`src/design/bse_regs.svh`:
```
// Constants of the branch, skip and bit-operation execution block.
//
// What this block does
// - Register bit zero skips next instruction, PC plus 2 or 3, 1/2/3 cycles.
// - Register bit one skips next instruction, PC plus 2 or 3, 1/2/3 cycles.
// - I/O register bit zero skips next instruction, PC plus 2 or 3, 1/2/3 cycles.
// - I/O register bit one skips next instruction, PC plus 2 or 3, 1/2/3 cycles.
// - Generic set-branch jumps to PC plus offset plus one when chosen flag is one.
// - Generic clear-branch jumps to PC plus offset plus one when chosen flag is zero.
// - Equal branches on zero flag one, not-equal on zero flag zero.
// - Carry-set and lower branch on carry one; carry-clear and same-or-higher on zero.
// - Minus branches on negative flag one, plus on negative flag zero.
// - Signed greater-or-equal branches on N xor V zero, less-than on one.
// - Half-carry branches test the half-carry flag for one or zero.
// - Transfer-bit branches test the T flag for one or zero.
// - Overflow branches test the overflow flag for one or zero.
// - Interrupt-state branches test the global interrupt enable for one or zero.
// - I/O bit-set forces one bit to one, keeps others, no flags, two cycles.
// - I/O bit-clear forces one bit to zero, keeps others, no flags, two cycles.
// - Left shift fills bit zero with zero, updates Z C N V in one cycle.
// - Right shift fills bit seven with zero, updates Z C N V in one cycle.
`ifndef BSE_REGS_SVH
`define BSE_REGS_SVH

// ==========================================================================
// Widths
`define BSE_PC_W        11
`define BSE_OFS_W       7
`define BSE_IO_ADDR_W   5

// ==========================================================================
// Flag register bit positions
`define BSE_FLAG_C      3'h0
`define BSE_FLAG_Z      3'h1
`define BSE_FLAG_N      3'h2
`define BSE_FLAG_V      3'h3
`define BSE_FLAG_S      3'h4
`define BSE_FLAG_H      3'h5
`define BSE_FLAG_T      3'h6
`define BSE_FLAG_I      3'h7

// ==========================================================================
// Program counter steps in words
`define BSE_STEP_NEXT   11'h001
`define BSE_STEP_SKIP1  11'h002
`define BSE_STEP_SKIP2  11'h003

// ==========================================================================
// Execution times in clock cycles
`define BSE_CYC_ONE     2'h1
`define BSE_CYC_TWO     2'h2
`define BSE_CYC_THREE   2'h3

// ==========================================================================
// Reset values
`define BSE_RST_PC      11'h000
`define BSE_RST_BYTE    8'h00

`endif

```
`src/design/bse_pkg.sv`:
```
// Types shared by the branch, skip and bit-operation execution block.
`include "bse_regs.svh"

package bse_pkg;

    // ======================================================================
    // Operation groups handed over by the decoder
    typedef enum logic [3:0] {
        BSE_OP_NONE         = 4'h0,
        BSE_OP_SKIP_REG_CLR = 4'h1,
        BSE_OP_SKIP_REG_SET = 4'h2,
        BSE_OP_SKIP_IO_CLR  = 4'h3,
        BSE_OP_SKIP_IO_SET  = 4'h4,
        BSE_OP_BRANCH       = 4'h5,
        BSE_OP_IO_SET       = 4'h6,
        BSE_OP_IO_CLR       = 4'h7,
        BSE_OP_SHIFT_LEFT   = 4'h8,
        BSE_OP_SHIFT_RIGHT  = 4'h9
    } bse_op_t;

    // ======================================================================
    // Branch conditions, one per branch form
    typedef enum logic [4:0] {
        BSE_BR_FLAG_SET_GENERIC   = 5'h00,
        BSE_BR_FLAG_CLEAR_GENERIC = 5'h01,
        BSE_BR_EQUAL              = 5'h02,
        BSE_BR_NOT_EQUAL          = 5'h03,
        BSE_BR_CARRY_SET          = 5'h04,
        BSE_BR_CARRY_CLEAR        = 5'h05,
        BSE_BR_SAME_OR_HIGHER     = 5'h06,
        BSE_BR_LOWER              = 5'h07,
        BSE_BR_MINUS              = 5'h08,
        BSE_BR_PLUS               = 5'h09,
        BSE_BR_SIGNED_GE          = 5'h0a,
        BSE_BR_SIGNED_LT          = 5'h0b,
        BSE_BR_HALF_CARRY_SET     = 5'h0c,
        BSE_BR_HALF_CARRY_CLEAR   = 5'h0d,
        BSE_BR_TRANSFER_BIT_SET   = 5'h0e,
        BSE_BR_TRANSFER_BIT_CLEAR = 5'h0f,
        BSE_BR_OVERFLOW_SET       = 5'h10,
        BSE_BR_OVERFLOW_CLEAR     = 5'h11,
        BSE_BR_IRQ_ENABLED        = 5'h12,
        BSE_BR_IRQ_DISABLED       = 5'h13
    } bse_br_cond_t;

    // ======================================================================
    // One decoded instruction
    typedef struct packed {
        bse_op_t                     op;
        bse_br_cond_t                cond;
        logic [2:0]                  bit_sel;
        logic [7:0]                  opnd;
        logic [`BSE_IO_ADDR_W-1:0]   io_addr;
        logic [`BSE_OFS_W-1:0]       offset;
        logic                        next_two_word;
    } bse_instr_t;

    // ======================================================================
    // Completion of one instruction
    typedef struct packed {
        logic                        done;
        logic [`BSE_PC_W-1:0]        next_pc;
        logic                        flags_we;
        logic [7:0]                  flags;
        logic                        rd_we;
        logic [7:0]                  rd_data;
        logic                        io_we;
        logic [`BSE_IO_ADDR_W-1:0]   io_addr;
        logic [7:0]                  io_data;
    } bse_result_t;

endpackage : bse_pkg

```
`src/design/bse_branch_cond.sv`:
```
// Branch condition evaluation on the flag register.
`timescale 1ns/1ps
`include "bse_regs.svh"

module bse_branch_cond (
    input  wire bse_pkg::bse_br_cond_t cond,
    input  wire logic [2:0]            bit_sel,
    input  wire logic [7:0]            flags,
    output logic                       taken
);

    // ======================================================================
    // Condition select
    always_comb begin
        unique case (cond)
            bse_pkg::BSE_BR_FLAG_SET_GENERIC:   taken = flags[bit_sel];
            bse_pkg::BSE_BR_FLAG_CLEAR_GENERIC: taken = !flags[bit_sel];
            bse_pkg::BSE_BR_EQUAL:              taken = flags[`BSE_FLAG_Z];
            bse_pkg::BSE_BR_NOT_EQUAL:          taken = !flags[`BSE_FLAG_Z];
            bse_pkg::BSE_BR_CARRY_SET,
            bse_pkg::BSE_BR_LOWER:              taken = flags[`BSE_FLAG_C];
            bse_pkg::BSE_BR_CARRY_CLEAR,
            bse_pkg::BSE_BR_SAME_OR_HIGHER:     taken = !flags[`BSE_FLAG_C];
            bse_pkg::BSE_BR_MINUS:              taken = flags[`BSE_FLAG_N];
            bse_pkg::BSE_BR_PLUS:               taken = !flags[`BSE_FLAG_N];
            // The signed pair reads N and V directly, not the stored S bit.
            bse_pkg::BSE_BR_SIGNED_GE:
                taken = !(flags[`BSE_FLAG_N] ^ flags[`BSE_FLAG_V]);
            bse_pkg::BSE_BR_SIGNED_LT:
                taken = flags[`BSE_FLAG_N] ^ flags[`BSE_FLAG_V];
            bse_pkg::BSE_BR_HALF_CARRY_SET:     taken = flags[`BSE_FLAG_H];
            bse_pkg::BSE_BR_HALF_CARRY_CLEAR:   taken = !flags[`BSE_FLAG_H];
            bse_pkg::BSE_BR_TRANSFER_BIT_SET:   taken = flags[`BSE_FLAG_T];
            bse_pkg::BSE_BR_TRANSFER_BIT_CLEAR: taken = !flags[`BSE_FLAG_T];
            bse_pkg::BSE_BR_OVERFLOW_SET:       taken = flags[`BSE_FLAG_V];
            bse_pkg::BSE_BR_OVERFLOW_CLEAR:     taken = !flags[`BSE_FLAG_V];
            bse_pkg::BSE_BR_IRQ_ENABLED:        taken = flags[`BSE_FLAG_I];
            bse_pkg::BSE_BR_IRQ_DISABLED:       taken = !flags[`BSE_FLAG_I];
            // Unused codes never branch, so a bad decode falls through.
            default:                            taken = 1'b0;
        endcase
    end

endmodule : bse_branch_cond

```
`src/design/bse_exec.sv`:
```
// Execution of skips, flag branches, I/O bit writes and logical shifts.
`timescale 1ns/1ps
`include "bse_regs.svh"

module bse_exec (
    input  wire logic                   clk,
    input  wire logic                   reset,
    input  wire logic                   instr_valid,
    input  wire bse_pkg::bse_instr_t    instr,
    input  wire logic [`BSE_PC_W-1:0]   pc_in,
    input  wire logic [7:0]             flags_in,
    output logic                        instr_ready,
    output bse_pkg::bse_result_t        result
);

    // ======================================================================
    // Types and helpers

    typedef enum logic [0:0] {
        ST_IDLE = 1'b0,
        ST_BUSY = 1'b1
    } bse_state_t;

    // Word address arithmetic wraps at the top of program space.
    function automatic logic [`BSE_PC_W-1:0] pc_add(
        input logic [`BSE_PC_W-1:0] base,
        input logic [`BSE_PC_W-1:0] delta
    );
        logic [`BSE_PC_W-1:0] sum;
        sum = base + delta;
        return sum;
    endfunction : pc_add

    // The branch displacement is a signed word count.
    function automatic logic [`BSE_PC_W-1:0] sign_extend(
        input logic [`BSE_OFS_W-1:0] ofs
    );
        return {{(`BSE_PC_W - `BSE_OFS_W){ofs[`BSE_OFS_W-1]}}, ofs};
    endfunction : sign_extend

    // ======================================================================
    // State

    bse_state_t            state_reg;
    bse_state_t            state_next;
    logic [1:0]            cnt_reg;
    logic [1:0]            cnt_next;
    logic                  ready_reg;
    logic                  ready_next;
    bse_pkg::bse_result_t  pend_reg;
    bse_pkg::bse_result_t  pend_next;
    bse_pkg::bse_result_t  result_reg;
    bse_pkg::bse_result_t  result_next;

    // ======================================================================
    // Operation decode results

    bse_pkg::bse_result_t  work;
    logic [1:0]            work_cycles;
    logic                  br_taken;
    logic                  skip_hit;
    logic                  opnd_bit;
    logic [7:0]            bit_mask;
    logic [7:0]            shift_data;
    logic [7:0]            shift_flags;
    logic                  accept;

    assign accept = instr_valid && ready_reg;

    bse_branch_cond u_branch_cond (
        .cond    (instr.cond),
        .bit_sel (instr.bit_sel),
        .flags   (flags_in),
        .taken   (br_taken)
    );

    bse_shift_unit u_shift_unit (
        .dir_right (instr.op == bse_pkg::BSE_OP_SHIFT_RIGHT),
        .din       (instr.opnd),
        .flags_in  (flags_in),
        .dout      (shift_data),
        .flags_out (shift_flags)
    );

    // ======================================================================
    // Per-instruction result and cycle count

    always_comb begin
        opnd_bit    = instr.opnd[instr.bit_sel];
        bit_mask    = 8'h01 << instr.bit_sel;
        skip_hit    = 1'b0;
        work_cycles = `BSE_CYC_ONE;
        work          = '0;
        work.done     = 1'b1;
        work.next_pc  = pc_add(pc_in, `BSE_STEP_NEXT);
        work.flags    = flags_in;
        work.io_addr  = instr.io_addr;
        work.io_data  = instr.opnd;
        work.rd_data  = instr.opnd;
        unique case (instr.op)
            bse_pkg::BSE_OP_SKIP_REG_CLR: begin
                skip_hit = !opnd_bit;
            end
            bse_pkg::BSE_OP_SKIP_REG_SET: begin
                skip_hit = opnd_bit;
            end
            bse_pkg::BSE_OP_SKIP_IO_CLR: begin
                skip_hit = !opnd_bit;
            end
            bse_pkg::BSE_OP_SKIP_IO_SET: begin
                skip_hit = opnd_bit;
            end
            bse_pkg::BSE_OP_BRANCH: begin
                // Flags are read only; the branch never writes them.
                if (br_taken) begin
                    work.next_pc = pc_add(pc_add(pc_in, sign_extend(instr.offset)),
                                          `BSE_STEP_NEXT);
                    work_cycles  = `BSE_CYC_TWO;
                end
            end
            bse_pkg::BSE_OP_IO_SET: begin
                work.io_we   = 1'b1;
                work.io_data = instr.opnd | bit_mask;
                work_cycles  = `BSE_CYC_TWO;
            end
            bse_pkg::BSE_OP_IO_CLR: begin
                work.io_we   = 1'b1;
                work.io_data = instr.opnd & ~bit_mask;
                work_cycles  = `BSE_CYC_TWO;
            end
            bse_pkg::BSE_OP_SHIFT_LEFT,
            bse_pkg::BSE_OP_SHIFT_RIGHT: begin
                work.rd_we    = 1'b1;
                work.rd_data  = shift_data;
                work.flags_we = 1'b1;
                work.flags    = shift_flags;
            end
            // An unknown operation retires as a one-cycle no-op.
            default: begin
                work.done = 1'b1;
            end
        endcase
        if (skip_hit) begin
            if (instr.next_two_word) begin
                work.next_pc = pc_add(pc_in, `BSE_STEP_SKIP2);
                work_cycles  = `BSE_CYC_THREE;
            end else begin
                work.next_pc = pc_add(pc_in, `BSE_STEP_SKIP1);
                work_cycles  = `BSE_CYC_TWO;
            end
        end
    end

    // ======================================================================
    // Sequencer next state

    // The result is held back until the last cycle of the instruction, so
    // the fetch side sees the new PC exactly when the cycle count expires.
    always_comb begin
        state_next  = state_reg;
        cnt_next    = cnt_reg;
        ready_next  = ready_reg;
        pend_next   = pend_reg;
        result_next = '0;
        result_next.next_pc = result_reg.next_pc;
        unique case (state_reg)
            ST_IDLE: begin
                if (accept) begin
                    if (work_cycles == `BSE_CYC_ONE) begin
                        result_next = work;
                    end else begin
                        pend_next  = work;
                        cnt_next   = work_cycles - `BSE_CYC_ONE;
                        ready_next = 1'b0;
                        state_next = ST_BUSY;
                    end
                end
            end
            ST_BUSY: begin
                if (cnt_reg == `BSE_CYC_ONE) begin
                    result_next = pend_reg;
                    ready_next  = 1'b1;
                    state_next  = ST_IDLE;
                end
                cnt_next = cnt_reg - `BSE_CYC_ONE;
            end
        endcase
    end

    // ======================================================================
    // Sequencer registers

    always_ff @(posedge clk) begin
        if (reset) begin
            state_reg  <= ST_IDLE;
            cnt_reg    <= 2'h0;
            ready_reg  <= 1'b1;
            pend_reg   <= '0;
            result_reg <= '0;
        end else begin
            state_reg  <= state_next;
            cnt_reg    <= cnt_next;
            ready_reg  <= ready_next;
            pend_reg   <= pend_next;
            result_reg <= result_next;
        end
    end

    assign instr_ready = ready_reg;
    assign result      = result_reg;

endmodule : bse_exec

```
`src/design/bse_shift_unit.sv`:
```
// One-bit logical shifter with its flag update.
`timescale 1ns/1ps
`include "bse_regs.svh"

module bse_shift_unit (
    input  wire logic       dir_right,
    input  wire logic [7:0] din,
    input  wire logic [7:0] flags_in,
    output logic [7:0]      dout,
    output logic [7:0]      flags_out
);

    logic carry;
    logic neg;

    // ======================================================================
    // Shift and flags
    always_comb begin
        if (dir_right) begin
            dout  = {1'b0, din[7:1]};
            carry = din[0];
        end else begin
            dout  = {din[6:0], 1'b0};
            carry = din[7];
        end
        neg       = dout[7];
        // Only Z, C, N and V move; every other flag passes unchanged.
        flags_out = flags_in;
        flags_out[`BSE_FLAG_C] = carry;
        flags_out[`BSE_FLAG_Z] = (dout == 8'h00);
        flags_out[`BSE_FLAG_N] = neg;
        flags_out[`BSE_FLAG_V] = neg ^ carry;
    end

endmodule : bse_shift_unit

```
`config.mk`:
```
export PLATFORM = sky130hd
export DESIGN_NAME = bse_exec
export DESIGN_NICKNAME = d
export VERILOG_FILES = /design/src/design/bse_pkg.sv /design/src/design/bse_branch_cond.sv /design/src/design/bse_exec.sv /design/src/design/bse_shift_unit.sv
export VERILOG_INCLUDE_DIRS = /design/src /design/src/design
export SDC_FILE = /design/constraint.sdc
export NUM_CORES = 1
export LEC_CHECK = 0
export ABC_AREA = 1
export BUFFER_PORTS_ARGS = -buffer_cell sky130_fd_sc_hd__buf_2
export CAP_MARGIN = 10
export CORE_AREA = 2 2 123 125
export CTS_BUF_LIST = sky130_fd_sc_hd__clkbuf_4
export CTS_CLUSTER_DIAMETER = 40
export DETAILED_ROUTE_END_ITERATION = 10
export DIE_AREA = 0 0 125 127
export GPL_ROUTABILITY_DRIVEN = 0
export PLACE_DENSITY = 0.6
export SLEW_MARGIN = 30
export SYNTH_ARGS = -nofsm -noshare
export SYNTH_HDL_FRONTEND = slang
export SYNTH_SLANG_ARGS = --single-unit
```
`constraint.sdc`:
```
create_clock -name clk -period 4.9 [get_ports clk]
set_input_delay 0.245 -clock clk [delete_from_list [all_inputs] [get_ports clk]]
set_output_delay 0.245 -clock clk [all_outputs]
set_load 0.02 [all_outputs]
```
### Yosys cells after proc, flatten, opt, wreduce, memory -nomap -nowiden

Cells that the tools add are included.

* flip-flop bits (word level): 92
* input port bits: 55
* output and inout port bits: 45
* logic and storage cells: 128

* $add $sub $neg: 7
* magnitude comparators: 1
* equality and inequality tests: 34
* shift operators: 1
* muxes and demuxes: 34
* bitwise logic cells: 7
* reduce and logical (&&, ||, !) cells: 23

Operators with widths (count)
* 44-bit two-way mux: 3
* 44-bit one-hot mux with 2 select lines: 1
* 11-bit two-way mux: 4
* 5-bit by 4-bit equality test with 1-bit output (second input constant): 8
* 11-bit by 1-bit adder with 11-bit output (second input constant): 2
* 11-bit by 2-bit adder with 11-bit output (second input constant): 2
* 5-bit by 3-bit equality test with 1-bit output (second input constant): 4
* 5-bit equality test (second input constant): 4
* 18-bit two-way mux: 1
* 1-bit one-hot mux with 18 select lines: 1
* 4-bit by 3-bit equality test with 1-bit output (second input constant): 4
* 8-bit one-hot mux with 2 select lines: 1
* 2-bit OR reduction: 6
* 11-bit adder: 1
* 1-bit two-way mux: 11
* 5-bit by 2-bit equality test with 1-bit output (second input constant): 2
* 1-bit zero test: 10
* 3-bit AND reduction: 3
* 8-bit bitwise AND: 1
* 4-bit by 2-bit equality test with 1-bit output (second input constant): 2
* 4-bit equality test (second input constant): 2
* 8-bit zero test: 1
* 2-bit two-way mux: 4
* 8-bit two-way mux: 1
* other kinds (18): 28

### Logic depth before layout (Yosys ltp)

Gate-level depths: netlist (run 1).

* word-level depth: 11
* depth in mapped cells: 21
* mapped depth without buffers: 18

### Hierarchy

From an unflattened synthesis (run 1), not the netlist that was laid out.

* cell total of the unflattened synthesis: 913
* area total of the unflattened synthesis: 5670.4 um^2

By module, submodules not included
* bse_exec: instances 1, cells an instance 781, area each 5042.3 um^2, seq. area each 1801.7 um^2
* bse_branch_cond: instances 1, cells an instance 84, area each 382.9 um^2, seq. area each 0.0 um^2
* bse_shift_unit: instances 1, cells an instance 48, area each 245.2 um^2, seq. area each 0.0 um^2

### Least setup slack after synthesis (run 1)

No wires, ideal clock.

* kind: input-to-reg
* start point: in instr[21] (netlist name)
* end point: reg pend_reg[16] (netlist name)
* setup time: 115 ps
* data arrival time: 2378 ps
* required time: 4785 ps
* setup slack: 2406 ps
* stages on the path: 18
* buffers on the path: 3
* path through: buf_6 -> o21ai_0 -> nand2_1 -> nand3_1 -> nand2_1 -> nand2_1 -> nand2_1 -> nand2_2 -> nand2_2 -> buf_6 -> nand3_1 -> nand2_1 -> ha_1 -> nor3_2 -> inv_1 -> clkbuf_1 -> o21ai_0 -> inv_1

* cells in the longest elaborated chain, start to end: 10
* elaborated cells on any way between the ends: 14
* those cells by class: eq/ne: 1; mux: 9; bitwise: 1; reduce/logical: 3

RTL lines
* start, declared: line bse_exec.sv:9 `input wire bse_pkg::bse_instr_t instr,`
* 1-bit binary-select mux with 3-bit select: line bse_branch_cond.sv:16, bse_branch_cond.sv:17
* 1-bit two-way mux (implied by the code): line bse_branch_cond.sv:16, bse_branch_cond.sv:17
* 1-bit zero test: line bse_branch_cond.sv:17 `bse_pkg::BSE_BR_FLAG_CLEAR_GENERIC: taken = !flags[bit_sel];`
* 1-bit one-hot mux with 18 select lines: line bse_branch_cond.sv:15 `unique case (cond)`
* 2-bit two-way mux: line bse_exec.sv:115 `if (br_taken) begin`
* 2-bit one-hot mux with 2 select lines: line bse_exec.sv:100 `unique case (instr.op)`
* 2-bit two-way mux *: line bse_exec.sv:143 `if (skip_hit) begin`
* 2-bit by 1-bit equality test with 1-bit output (no line) *
* 1-bit inverter (no line) *
* 3-bit AND reduction (no line) *
* end signal, assigned: line bse_exec.sv:204 `pend_reg <= pend_next;`
* end, declared: line bse_exec.sv:50 `bse_pkg::bse_result_t pend_reg;`

Mark *: on every way between the ends. The rest lies on a longest branch, timed or not. The select of a mux whose other input is x is not followed.
A chain may end at the register's enable or synchronous reset.

### Worst setup path in the final report (run 1)

* start point: in instr[21] (netlist name)
* end point: reg result_reg (netlist bit result[40])

* cells in the longest elaborated chain, start to end: 10
* elaborated cells on any way between the ends: 20
* those cells by class: eq/ne: 2; mux: 15; reduce/logical: 3

RTL lines
* 1-bit binary-select mux with 3-bit select: line bse_branch_cond.sv:16, bse_branch_cond.sv:17
* 1-bit two-way mux (implied by the code): line bse_branch_cond.sv:16, bse_branch_cond.sv:17
* 1-bit zero test: line bse_branch_cond.sv:17
* 1-bit one-hot mux with 18 select lines: line bse_branch_cond.sv:15
* 2-bit two-way mux / 11-bit two-way mux (equally long branches): line bse_exec.sv:115
* 2-bit one-hot mux with 2 select lines / 11-bit two-way mux (equally long branches): line bse_exec.sv:100
* 2-bit two-way mux / 11-bit two-way mux (equally long branches): line bse_exec.sv:143
* 2-bit by 1-bit equality test with 1-bit output (no line) / 44-bit two-way mux (equally long branches)
* 2-bit != test (no line) / 44-bit two-way mux (equally long branches)
* 3-bit AND reduction (no line) / 44-bit one-hot mux with 2 select lines (equally long branches)
* end signal, assigned: line bse_exec.sv:205 `result_reg <= result_next;`
* end, declared: line bse_exec.sv:52 `bse_pkg::bse_result_t result_reg;`

Several ways; a longest one is shown, not always the timed one. The select of a mux whose other input is x is not followed.

==> out/qor.csv, run 1 <==
stage;metric;value;unit
clock_tree;cts_tree;done;
outcome;status;completed;
setup_path;crit_type;in -> reg;
yosys;synthesis.nets;910;
sta;finalHoldViolCount;0;
yosys;yosysSeqAreaShare;33.3;%
clock_tree;numCtsBuffers;9;
yosys;synth_cell_types;39;
pwr;max-vdd-ir-drop;138;µV
global_route;overflow;0;
floorplanning;dieWidth;125;µm
clock_tree;cts.reportedPaths.clkPinSlew;160;ps
placement;hpwl;11200;µm
drt;top_layer;met4;
sta;slew_violations;0;
yosys;syn_inst;837;
global_route;antenna_found_initial;1;
setup_path;start_kind;input pin;
drt;vias_per_cell;4.95;
global_route;track_usage;19.1;%
drt;antenna_left;0;
sta;post-route-min-period;2560;ps
drt;routed-wl-met2;7060;µm
cells_and_area;drive_above_1_share;15.2;%
clock_tree;cts_root_buf;clkbuf_4;
yosys;ys_ff_latch;90;
drt;num_vias;5493;
floorplanning;boundaryPins;100;
floorplanning;initial_core_util;37.5;%
sta;finClkSkew;23.7;ps
cells_and_area;layout_commonest_cell;nand2_1;
yosys;ys_warn_count;0;
clock_tree;cts_setup_buffers;0;
pwr;power.leakage;3.05;nW
pwr;total_power;1.78;mW
cells_and_area;nNetsFinal;993;
sta;maxSlewHeadroom;44.8;%
clock_tree;clockBufferDepth;2;
setup_path;path_delay_family;simple AND/OR/NAND/NOR gates;
global_route;grt_pass1_wl;24700;µm
setup_path;crit_path_end_kind;flip-flop;
floorplanning;dieArea;0.0159;mm²
sta;rsz0062_at_grt;no;
clock_tree;ctsHoldBuffers;5;
setup_path;crit_path_max_incr_delay;630;ps
yosys;synth_edf_count;0;
clock_tree;h-tree-depth;3;
setup_path;cp_num_buf_inv;4;
setup_path;cp.required;5320;ps
cells_and_area;layout_common_cells;nand2_1, buf_2, dfxtp_1, inv_1, nor2_1;
yosys;ys.flop_type;dfxtp_1;
setup_path;critPathMaxFanout;13;
drt;dr_wl_met3;587;µm
setup_path;cp_slowest_cell;nor2_1;
cells_and_area;area_growth;14.2;%
sta;fin_crit_sh;52.2;%
global_route;grt_max_degree;66;
clock_tree;insertion_delay;480;ps
worst_hold_path;hold_path_class;in -> reg;
floorplanning;die_h;127;µm
sta;fmax;391;MHz
setup_path;cp.arrival;2980;ps
yosys;yosys.area.top_type;dfxtp_1;
drt;dr.pass1.iters;5;
yosys;async_flop_share;0;%
yosys;avgSynthCellArea;6.47;µm²
setup_path;crit_path_cell_trace;buf_2 > inv_4 > nor2_2 > a22oi_1 > nand4_1 > nand3_1 > nand2_2 > inv_2 > nand2_1 > nand2_1 > ha_1 > inv_1 > nor3_2 > nor2_1 > a22oi_1 > a21oi_2;
sta;finalSetupViolCount;0;
drt;totalWireLength;15000;µm
clock_tree;post_cts_resize_count;0;
pwr;p_per_area;288;mW/mm²
sta;worst_pin_slew;827;ps
placement;port_buffers;99;
drt;remaining_drc_errors;0;
sta;whs;45.0;ps
floorplanning;core;0.0144;mm²
yosys;synth.cell_area;0.00541;mm²
drt;drt-wirelength-per-cell;13.5;µm
yosys;netlist.area_leader.share;33.3;%
global_route;grt_pass1_vias;5034;
drt;met1_length;7200;µm
yosys;synth_area_leaders;dfxtp_1, nand2_1, a21oi_1;
clock_tree;clkSinkCount;90;
drt;drt_iter0_drc;368;
floorplanning;num_rows;44;
sta;fin_tns_setup;0;ps
job;maxCapViolations;0;
-- logic make-up (layout without fill, tap and decap cells) --
family	after synthesis	after routing	synth area share [%]
XOR/XNOR	20	20	3.24
other	0	1	0
AO/OA/AOI/OAI	165	165	16.5
buffers and inverters	129	217	9.98
flip-flops	90	90	33.3
adder cells (fa/ha/maj)	18	18	4.30
AND/OR/NAND/NOR	415	415	32.7
-- cell type report --
| type | count | area, µm² |
|---|---|---|
| Tap cell | 184 | 230 |
| Timing Repair Buffer | 108 | 576 |
| Clock inverter | 7 | 70.1 |
| Clock buffer | 9 | 67.6 |
| Sequential cell | 90 | 1800 |
| Inverter | 93 | 352 |
| Antenna cell | 1 | 2.50 |
| Fill cell | 1612 | 8240 |
| Multi-Input combinational cell | 618 | 3080 |
-- path summary, 6_finish.rpt --
kind                start    endpoint  slack [ps]  cells after the start
min           flags_in[7]  result[30]          50                      3
min reg2reg  pend_reg[13]  result[13]         470                      2
max reg2reg     state_reg  result[40]        2740                      5
max             instr[21]  result[40]        2340                     16
-- stage by stage --
step	setup slack (ps)	std cells	util, %	instance area, µm²
finish	2340	1110	42.9	6180
global route	2040	1110	42.9	6180
CTS	2380	1109	42.8	6180
detailed placement	1860	1088	41.5	5990
global placement	1820	1088	41.5	5990
floorplan	2410	837	-	5410
-- routing by layer --
| layer | vias to the layer above | global-route usage [%] |
|---|---|---|
| met5 | - | 0 |
| met3 | 11 | 3.39 |
| li1 | 2876 | - |
| met1 | 2480 | 24.9 |
| met4 | 0 | 4.64 |
| met2 | 126 | 33.2 |
-- Yosys cell counts, types with 2 or more instances --
library cell	number
buf_4	3
a31oi_1	3
a22oi_1	13
xnor2_1	7
nand2_1	223
nor2_1	85
or2_1	5
o21a_1	4
o21ai_0	64
dfxtp_1	90
nand3b_1	7
nand3_1	64
nor3_1	9
clkbuf_1	24
inv_1	86
nand2_2	5
ha_1	17
buf_2	4
nand4_1	7
a21oi_1	72
nor2_2	3
buf_6	5
xor2_1	13
inv_2	5
o21bai_1	2
o22ai_1	2
nor2_4	3
-- worst min-delay path: stages --
cell     delay (ps)
buf_2           130
nand2_1          60
a21oi_1          50
-- power breakdown --
group | switching (mW) | internal, mW
Sequential | 0.0384 | 0.810
Clock | 0.272 | 0.155
Combinational | 0.333 | 0.171
(Power assumes the default switching activity.)
==> inputs of run 2 (changes only) <==
Settings changed: ABC_AREA 1 to 0, CORE_AREA 2 2 123 125 to 2 2 119 121, DIE_AREA 0 0 125 127 to 0 0 121 123, PLACE_DENSITY 0.6 to 0.61.
Clock period 4.9 ns to 2.4 ns, I/O delays scaled along.
==> run 2 against run 1 <==
Global-route usage increased by 0.61 points. Synthesized area is 5.7% lower. Combinational power rose by 110%. Largest cell class unchanged. Largest power group unchanged. Highest routed layer unchanged.
==> out/qor.csv, run 2 <==
stage;metric;value;unit;change
global_route;overflow;0;;unchanged
sta;maxSlewHeadroom;56.2;%;was 44.8%
floorplanning;initial_core_util;37.5;%;about the same
global_route;antenna_found_initial;0;;was 1
sta;slew_violations;0;;unchanged
drt;num_vias;5118;;was 5493
pwr;total_power;3.59;mW;was 1.78 mW
cells_and_area;nNetsFinal;857;;was 993
placement;hpwl;10900;µm;was 11200 µm
clock_tree;cts_root_buf;clkbuf_4;;unchanged
clock_tree;cts_tree;done;;unchanged
yosys;avgSynthCellArea;8.10;µm²;was 6.47 µm²
setup_path;crit_type;in -> reg;;unchanged
yosys;synth.cell_area;0.00510;mm²;was 0.00541 mm²
placement;place_area;0.00633;mm²;was 0.00599 mm²
drt;vias_per_cell;5.28;;was 4.95
cells_and_area;drive_above_1_share;31.4;%;was 15.2%
drt;drt-wirelength-per-cell;14.9;µm;was 13.5 µm
yosys;ys_ff_latch;90;;unchanged
sta;worst_slack;89.8;ps;was 2340 ps
clock_tree;clockBufferDepth;2;;unchanged
floorplanning;core;0.0136;mm²;was 0.0144 mm²
yosys;ys_warn_count;0;;unchanged
yosys;ys.flop_type;dfxtp_1;;unchanged
job;maxCapViolations;0;;unchanged
cells_and_area;area_growth;30.8;%;was 14.2%
clock_tree;insertion_delay;480;ps;about the same
floorplanning;dieWidth;121;µm;was 125 µm
setup_path;crit_path_end_kind;flip-flop;;unchanged
global_route;track_usage;19.8;%;was 19.1%
yosys;yosys.area.top_type;dfxtp_1;;unchanged
setup_path;cp.required;2830;ps;was 5320 ps
pwr;p_per_area;537;mW/mm²;was 288 mW/mm²
sta;fin_crit_sh;96.3;%;
cells_and_area;diodes;0;;was 1
cells_and_area;layout_commonest_cell;buf_2;;was nand2_1
sta;finalSetupViolCount;0;;unchanged
sta;fin_tns_setup;0;ps;unchanged
cells_and_area;multi_input_area;0.00324;mm²;was 0.00308 mm²
floorplanning;die_h;123;µm;was 127 µm
drt;remaining_drc_errors;0;;unchanged
outcome;status;completed;;unchanged
sta;finClkSkew;20.9;ps;was 23.7 ps
floorplanning;boundaryPins;100;;unchanged
setup_path;critPathMaxFanout;5;;was 13
pwr;max-vdd-ir-drop;260;µV;was 138 µV
cells_and_area;n_fill_cell;1287;;was 1612
yosys;async_flop_share;0;%;unchanged
yosys;synth_cell_types;71;;was 39
drt;drt_iter0_drc;334;;was 368
setup_path;cp.arrival;2740;ps;was 2980 ps
sta;rsz0062_at_grt;yes;;was no
sta;fmax;433;MHz;
yosys;synth_edf_count;0;;unchanged
clock_tree;h-tree-depth;3;;unchanged
global_route;use_met3;4.34;%;was 3.39%
sta;worst_pin_slew;649;ps;was 827 ps
drt;totalWireLength;14400;µm;was 15000 µm
pwr;power.leakage;2.80;nW;was 3.05 nW
clock_tree;numCtsBuffers;9;;unchanged
yosys;syn_inst;630;;was 837
global_route;grt_max_degree;48;;was 66
placement;port_buffers;99;;unchanged
placement;dp_worst_setup_slack;-626;ps;was 1860 ps
yosys;synth_area_leaders;dfxtp_1, nand2_1, a22oi_1;;was dfxtp_1, nand2_1, a21oi_1
global_route;gr-usage-met1;25.7;%;was 24.9%
clock_tree;clkSinkCount;90;;unchanged
yosys;synth_most_common_cell;nand2_1;;unchanged
yosys;yosys-top-cells-count;nand2_1, dfxtp_1, nor2_1, a21oi_1, a22oi_1;;was nand2_1, dfxtp_1, inv_1, nor2_1, a21oi_1
yosys;netlist.area_leader.share;35.3;%;was 33.3%
yosys;yosysSeqAreaShare;35.3;%;was 33.3%
drt;antenna_left;0;;unchanged
setup_path;start_kind;input pin;;unchanged
cells_and_area;layout_common_cells;buf_2, nand2_1, dfxtp_1, buf_4, nor2_1;;was nand2_1, buf_2, dfxtp_1, inv_1, nor2_1
global_route;grt-busiest-layer;met2;;unchanged
global_route;grtUsageMet2;33.9;%;was 33.2%
global_route;grt_pass1_wl;23400;µm;was 24700 µm
cells_and_area;seq_area;0.00180;mm²;unchanged
floorplanning;dieArea;0.0149;mm²;was 0.0159 mm²
yosys;synthesis.nets;703;;was 910
drt;dr.pass1.iters;5;;unchanged
floorplanning;num_rows;43;;was 44
sta;post-route-min-period;2310;ps;
global_route;grt_pass1_vias;4818;;was 5034
clock_tree;cts.reportedPaths.clkPinSlew;150;ps;was 160 ps
sta;finalHoldViolCount;0;;unchanged
cells_and_area;final_area;0.00667;mm²;was 0.00618 mm²
worst_hold_path;hold_path_class;in -> reg;;unchanged
## run 2: cell types whose count changed after synthesis, moves of 7 or more
| cell | change |
|---|---|
| a21oi_1 | -15 |
| a22oi_1 | +26 |
| nor2b_1 | +8 |
| o21ai_0 | -46 |
| nand3_1 | -51 |
| nand2b_1 | +10 |
| nor2_1 | -14 |
| inv_1 | -78 |
| mux2i_1 | +10 |
| nand2_1 | -128 |
| o31ai_1 | +7 |
## run 2: kinds of logic after synthesis
logic type | Yosys count | share of synthesized area [%]
simple gates | 259 | 24.2
fa+ha+maj | 18 | 4.56
xor+xnor | 15 | 2.57
flops | 90 | 35.3
mux | 17 | 4.88
compound gates | 179 | 23.6
buf+inv | 52 | 4.85
## run 2: final cells by class
type	count	area share [%]
Clock buffer	9	1.01
Sequential cell	90	27.0
Timing Repair Buffer	187	18.4
Clock inverter	7	1.18
Inverter	8	0.450
Tap cell	180	3.37
Multi-Input combinational cell	488	48.5
## run 2: worst paths after layout
path               start           end  slack [ps]  cells past startpoint
min          flags_in[6]    result[29]          40                      4
min reg2reg  pend_reg[9]   pend_reg[9]         470                      2
max            instr[21]  pend_reg[42]          90                     14
max reg2reg    state_reg    result[31]         770                      6
## run 2: repair_timing
item,4_1_cts,5_1_grt
gates resized for setup,5,10
hold buffers,11,0
buffers inserted,0,4
gates cloned,0,0
pin swaps,2,7
endpoints found under the setup margin,47,76
hold endpoints to repair,20,0
## run 2: critical path, cell delays in order
cell	delay [ps]
buf_6	90
mux4_2	500
mux2i_2	190
xor2_1	100
nor4b_2	390
o31ai_4	100
nand2_2	120
o21ai_4	70
ha_4	190
or3_4	360
buf_12	150
nor3_4	190
a21oi_1	90
nand3_1	80
## run 2: power breakdown
part / internal [mW] / switching [mW]
registers: 1.60 / 0.0597
logic: 0.477 / 0.594
clock network: 0.254 / 0.601
total: 2.33 / 1.25
## run 2: per-stage QoR
stage / util, % / std cells / hold slack [ps]
finish: 49.0 / 969 / 41.6
floorplan: - / 630 / 256
global route: 49.0 / 969 / 35.1
CTS: 48.6 / 965 / 1.02
detailed placement: 46.5 / 938 / 383
global placement: 46.5 / 938 / 374
## run 2: layer usage
metal	wire (µm)	share of wire, %
met1	6330	44
met4	111	0.77
met2	7030	49
met3	946	6.6
met5	0	0
